===== src/hw/pcer_defines.svh =====
// constants for the pin and channel enable register pair
// assumes inclusion by bare name from the register design file; the package does not include it
`ifndef PCER_DEFINES_SVH
`define PCER_DEFINES_SVH

`define PCER_ADDR_GPIO      8'h11
`define PCER_ADDR_MEAS      8'h12
`define PCER_RESET_VALUE    16'h0000

// general pin control field layout
`define PCER_DIR_LSB        12
`define PCER_PST_LSB        8
`define PCER_TMR_BIT        7
`define PCER_LVL_LSB        0
`define PCER_GPIO_WMASK     16'hf08f
`define PCER_PIN3           3

// measurement channel enable field layout
`define PCER_BLKCONN_BIT    15
`define PCER_BLKMEAS_BIT    14
`define PCER_AUX2_BIT       13
`define PCER_AUX1_BIT       12
`define PCER_MEAS_WMASK     16'hffff
`define PCER_CELL_FIRST     4'h1
`define PCER_CELL_LAST      4'hc
`define PCER_CELL_MSB       11
`define PCER_ZERO_RESULT    16'h0000

`endif


===== src/hw/pcer_pkg.sv =====
// types shared by the pin and channel enable register pair
// assumes the link decoder presents one register request per cycle
package pcer_pkg;

    // one register access from the serial link decoder
    typedef struct packed {
        logic [7:0]  addr;   // register address byte
        logic        wr;     // one-cycle write strobe
        logic        rd;     // pulse at end of address parity bit
        logic [15:0] wdata;  // write data word
    } pcer_req_t;

    // one conversion result from the acquisition sequencer
    typedef struct packed {
        logic        valid;  // one-cycle strobe
        logic [3:0]  index;  // cell number 1..12, others non-cell
        logic [15:0] data;   // raw result
    } pcer_conv_t;

endpackage : pcer_pkg


===== src/hw/pcer_regs.sv =====
// general pin control and measurement channel enable registers
// assumes requests from the link decoder are synchronous to ref_clk
`timescale 1ns/1ns
`include "pcer_defines.svh"

module pcer_regs (
    input  wire logic               ref_clk,
    input  wire logic               nrst,
    input  wire pcer_pkg::pcer_req_t req,
    output logic [15:0]             rdata,
    output logic                    rdata_valid,
    input  wire logic [3:0]         gpio_in,
    output logic [3:0]              gpio_out,
    output logic [3:0]              gpio_oe,
    input  wire logic               emergency_discharge_mode,
    input  wire logic               timer_counting,
    output logic                    block_divider_connect,
    output logic                    block_voltage_measure_enable,
    output logic                    aux2_measure_enable,
    output logic                    aux1_measure_enable,
    output logic [11:0]             cell_measure_enable,
    input  wire pcer_pkg::pcer_conv_t conv_in,
    output pcer_pkg::pcer_conv_t    conv_out
);

    ////////////////////////////////////////////////////////////////////
    // register state
    logic [15:0] gpio_reg, gpio_next;  // pin-state bits kept at zero
    logic [15:0] meas_reg, meas_next;
    logic [15:0] rdata_reg, rdata_next;
    logic        rvalid_reg, rvalid_next;

    // write path and read capture
    always_comb begin
        gpio_next   = gpio_reg;
        meas_next   = meas_reg;
        rdata_next  = rdata_reg;
        rvalid_next = 1'b0;
        if (req.wr && req.addr == `PCER_ADDR_GPIO) begin
            gpio_next = req.wdata & `PCER_GPIO_WMASK;
        end
        if (req.wr && req.addr == `PCER_ADDR_MEAS) begin
            meas_next = req.wdata & `PCER_MEAS_WMASK;
        end
        if (req.rd) begin
            rvalid_next = 1'b1;
            case (req.addr)
                `PCER_ADDR_GPIO: begin
                    // levels caught on the parity-end strobe itself
                    rdata_next = gpio_reg;
                    rdata_next[`PCER_PST_LSB +: 4] = gpio_in;
                end
                `PCER_ADDR_MEAS: begin
                    rdata_next = meas_reg;
                end
                default: begin
                    rdata_next = `PCER_RESET_VALUE; // unmapped reads zero
                end
            endcase
        end
    end

    always_ff @(posedge ref_clk or negedge nrst) begin
        if (!nrst) begin
            gpio_reg   <= `PCER_RESET_VALUE;
            meas_reg   <= `PCER_RESET_VALUE;
            rdata_reg  <= `PCER_RESET_VALUE;
            rvalid_reg <= 1'b0;
        end else begin
            gpio_reg   <= gpio_next;
            meas_reg   <= meas_next;
            rdata_reg  <= rdata_next;
            rvalid_reg <= rvalid_next;
        end
    end

    assign rdata       = rdata_reg;
    assign rdata_valid = rvalid_reg;

    ////////////////////////////////////////////////////////////////////
    // pin drivers, registered so pins never glitch on decode
    logic [3:0] pout_reg, pout_next;
    logic [3:0] poe_reg, poe_next;
    logic       tmr_mode;

    always_comb begin
        // emergency discharge forces timer mode regardless of the bit
        tmr_mode  = gpio_reg[`PCER_TMR_BIT] | emergency_discharge_mode;
        poe_next  = gpio_reg[`PCER_DIR_LSB +: 4];
        pout_next = gpio_reg[`PCER_LVL_LSB +: 4] & poe_next;
        if (tmr_mode) begin
            poe_next[`PCER_PIN3]  = 1'b1;
            pout_next[`PCER_PIN3] = timer_counting;
        end
    end

    always_ff @(posedge ref_clk or negedge nrst) begin
        if (!nrst) begin
            pout_reg <= 4'h0;
            poe_reg  <= 4'h0;
        end else begin
            pout_reg <= pout_next;
            poe_reg  <= poe_next;
        end
    end

    assign gpio_out = pout_reg;
    assign gpio_oe  = poe_reg;

    ////////////////////////////////////////////////////////////////////
    // channel selection straight from the enable register
    assign block_divider_connect        = meas_reg[`PCER_BLKCONN_BIT];
    assign block_voltage_measure_enable = meas_reg[`PCER_BLKMEAS_BIT];
    assign aux2_measure_enable          = meas_reg[`PCER_AUX2_BIT];
    assign aux1_measure_enable          = meas_reg[`PCER_AUX1_BIT];
    assign cell_measure_enable          = meas_reg[`PCER_CELL_MSB:0];
    // the divider is not auto-connected: host must set it first

    ////////////////////////////////////////////////////////////////////
    // result masking; non-cell indices pass untouched
    pcer_pkg::pcer_conv_t conv_reg, conv_next;
    logic       is_cell;
    logic [3:0] cell_off;

    always_comb begin
        conv_next = conv_in;
        is_cell   = (conv_in.index >= `PCER_CELL_FIRST) &&
                    (conv_in.index <= `PCER_CELL_LAST);
        cell_off  = conv_in.index - `PCER_CELL_FIRST;
        if (is_cell && !meas_reg[cell_off]) begin
            conv_next.data = `PCER_ZERO_RESULT;
        end
    end

    always_ff @(posedge ref_clk or negedge nrst) begin
        if (!nrst) begin
            conv_reg <= '0;
        end else begin
            conv_reg <= conv_next;
        end
    end

    assign conv_out = conv_reg;
endmodule : pcer_regs


===== config.mk =====
export PLATFORM = sky130hd
export DESIGN_NAME = pcer_regs
export DESIGN_NICKNAME = d
export VERILOG_FILES = /design/src/hw/pcer_pkg.sv /design/src/hw/pcer_regs.sv
export VERILOG_INCLUDE_DIRS = /design/src /design/src/hw
export SDC_FILE = /design/constraint.sdc
export NUM_CORES = 1
export LEC_CHECK = 0
export BUFFER_PORTS_ARGS = -buffer_cell sky130_fd_sc_hd__buf_4
export CELL_PAD_IN_SITES_DETAIL_PLACEMENT = 0
export CELL_PAD_IN_SITES_GLOBAL_PLACEMENT = 1
export CORE_MARGIN = 5
export CORE_UTILIZATION = 33
export CTS_CLUSTER_DIAMETER = 150
export DETAILED_ROUTE_END_ITERATION = 10
export PLACE_DENSITY_LB_ADDON = 0.1
export SKIP_CTS_REPAIR_TIMING = 1
export SLEW_MARGIN = 15
export SYNTH_ARGS = -nofsm -noshare
export SYNTH_HDL_FRONTEND = slang
export SYNTH_SLANG_ARGS = --single-unit

===== constraint.sdc =====
create_clock -name ref_clk -period 1.7 [get_ports ref_clk]
set_input_delay 0.255 -clock ref_clk [delete_from_list [all_inputs] [get_ports ref_clk]]
set_output_delay 0.255 -clock ref_clk [all_outputs]
set_load 0.05 [all_outputs]

==> impl_metrics.toml <==
[clock_network]
clock-sinks = 71
path_clk_slew_ns = 0.08
cts_buffers = 9
tritoncts = "done"
clk_latency_ns = 0.34
cts_max_path_buffers = 2
cts.htree.levels = 3
cts-root-buf = "clkbuf_8"

[sta]
finalSetupViolations = 0
finalClockSkew_ns = 0.0117
drv_slew = 0
whs_ns = 0.0210
setup_tns_ns = 0
fin_crit_sh_pct = 97.6
rsz0062_at_grt = "yes"
finalCriticalPeriod_ns = 1.66
tightest_slew_ns = 0.371
final-hold-violation-count = 0
worst_slew_margin_rel_pct = 75.0
fmax_mhz = 602

[setup_path]
critPathArrivalTime_ns = 1.89
startpoint = "meas_reg[4]"
cp-end-kind = "register"
slowest_stage = "mux4_2"
slowest_delay_ns = 0.46
path_class = "reg -> reg"
path_delay_family = "compound AO/OA/AOI/OAI gates"
crit_fanout = 8
cp.required_ns = 1.93
r2r-start = "meas_reg[4]"
cp-start-kind = "register"
crit_chain = "mux4_2, o211a_1, o22ai_4, clkbuf_16, a21boi_1"
path_buf_inv = 1

[layout]
areaGrowthSynthToFinish_pct = 51.1
final_area_mm2 = 0.00432
largest_reg_flops = 21
layout_commonest_cell = "buf_4"
final_cells = 458
num_antenna_cells = 0
final_layout_size_suffix_gt1_share_pct = 54.9
final_cell_mix = "buf_4 (131), dfrtp_1 (71), mux2_2 (25)"
finalNetCount = 402
final_core_util_pct = 50.2

[floorplan]
die_h_um = 103
die_width_um = 103
coreArea_mm2 = 0.00859
io_pins = 117
fp-row-count = 34
initial_core_util_pct = 33.2
die_area_mm2 = 0.0106

[hold_path]
min_from = "conv_in[20]"
hp-class = "in -> reg"

[synthesis]
syn_inst = 204
syn_area_per_cell_um2 = 14.0
synth_edf_count = 0
postSynth.asyncResetShare_pct = 100
synth_nets = 261
synth_ff_type = "dfrtp_1"
synth_seq_area_share_pct = 62.2
yosysUniqueCellTypes = 34
synth_area_mm2 = 0.00286
yosysWarnings = 0
ys_seq_elements = 71

[drt]
vias_per_cell = 4.70
first_pass_iters = 4
drt-initial-drc-count = 31
wl_per_cell_um = 16.8
ant_nets = 0
drc = 0
finalWirelength_um = 7690
num_vias = 2153

[global_route]
grt_pass1_wl_um = 12200
grt-ovfl-total = 0
grt_pass1_vias = 2318
antenna_found_initial = 0
grt_use_total_pct = 15.3
grt_start_max_net_pins = 34

[placed_design]
place_congestion = 0.732
dp_cells = 439
dpl_cell_area_mm2 = 0.00407
io_buffers = 116
hpwl_um = 5750

[power_and_ir_drop]
p_per_area_mw_per_mm2 = 922
ir_worst_vdd_uv = 350
leakage_nw = 2.17

[status]
status = "complete, no violations"

[job]
drv_cap = 0
-- cells by family after synthesis --
kind of cell	count (synthesis)	synth area share, %
adders and majority gates	2	0.876
muxes	29	13.0
xor gates and xnor gates	2	0.613
AOI/OAI and AO/OA	52	12.4
DFF	71	62.2
and+or+nand+nor	34	8.45
buffers and inverters	14	2.45
-- power by group --
part	leakage, nW	switching [mW]	internal, mW	total [mW]
Clock	0.0989	0.645	0.722	1.37
Combinational	1.13	0.476	0.309	0.785
Sequential	0.943	0.0520	1.77	1.83
Total	2.17	1.17	2.81	3.98
-- final cells by class --
class,instances,area (um2)
Tap cell,108,135
Sequential cell,71,1780
Clock inverter,6,67.6
Clock buffer,10,138
Multi-Input combinational cell,119,1040
Timing Repair Buffer,139,1140
Inverter,5,21.3
Fill cell,772,4280
-- cells in the mapped netlist (3+ instances only) --
cell type  instances  area [um2]
a21boi_0          16         120
a21oi_1           13        65.1
a22oi_1           13        97.6
and2_1             3        18.8
clkbuf_1           4        15.0
dfrtp_1           71        1780
inv_1              5        18.8
mux2_2            25         282
mux4_2             4        90.1
nand2_1            4        15.0
nand3_1            3        15.0
nor2_1            13        48.8
o21ai_0            5        25.0
-- final timing paths --
kind	end	slack (ns)	depth (start not counted)
min	conv_out[20]	0.02	1
max in group asynchronous	gpio_reg[7]	0.80	3
max reg2reg	conv_out[12]	0.04	5
min in group asynchronous	conv_out[20]	0.37	2
min reg2reg	gpio_oe[1]	0.43	0
max	conv_out[12]	0.04	5
-- routing by layer --
metal	GRT usage [%]	up-vias	wire length [um]
li1	-	1028	-
met4	4.18	0	59
met2	23.6	79	3640
met3	5.14	7	635
met1	20.7	1039	3350
met5	0	-	0
-- per-stage QoR --
| stage | setup slack, ns | total power [mW] |
|---|---|---|
| after floorplan | -0.210 | 2.28 |
| after global placement | -0.250 | 2.64 |
| after detailed placement | -0.286 | 2.64 |
| after CTS | 0.0375 | 4.02 |
| after global routing | -0.0155 | 4.18 |
| final | 0.0401 | 3.98 |
Power figures use the tool's default switching activity.
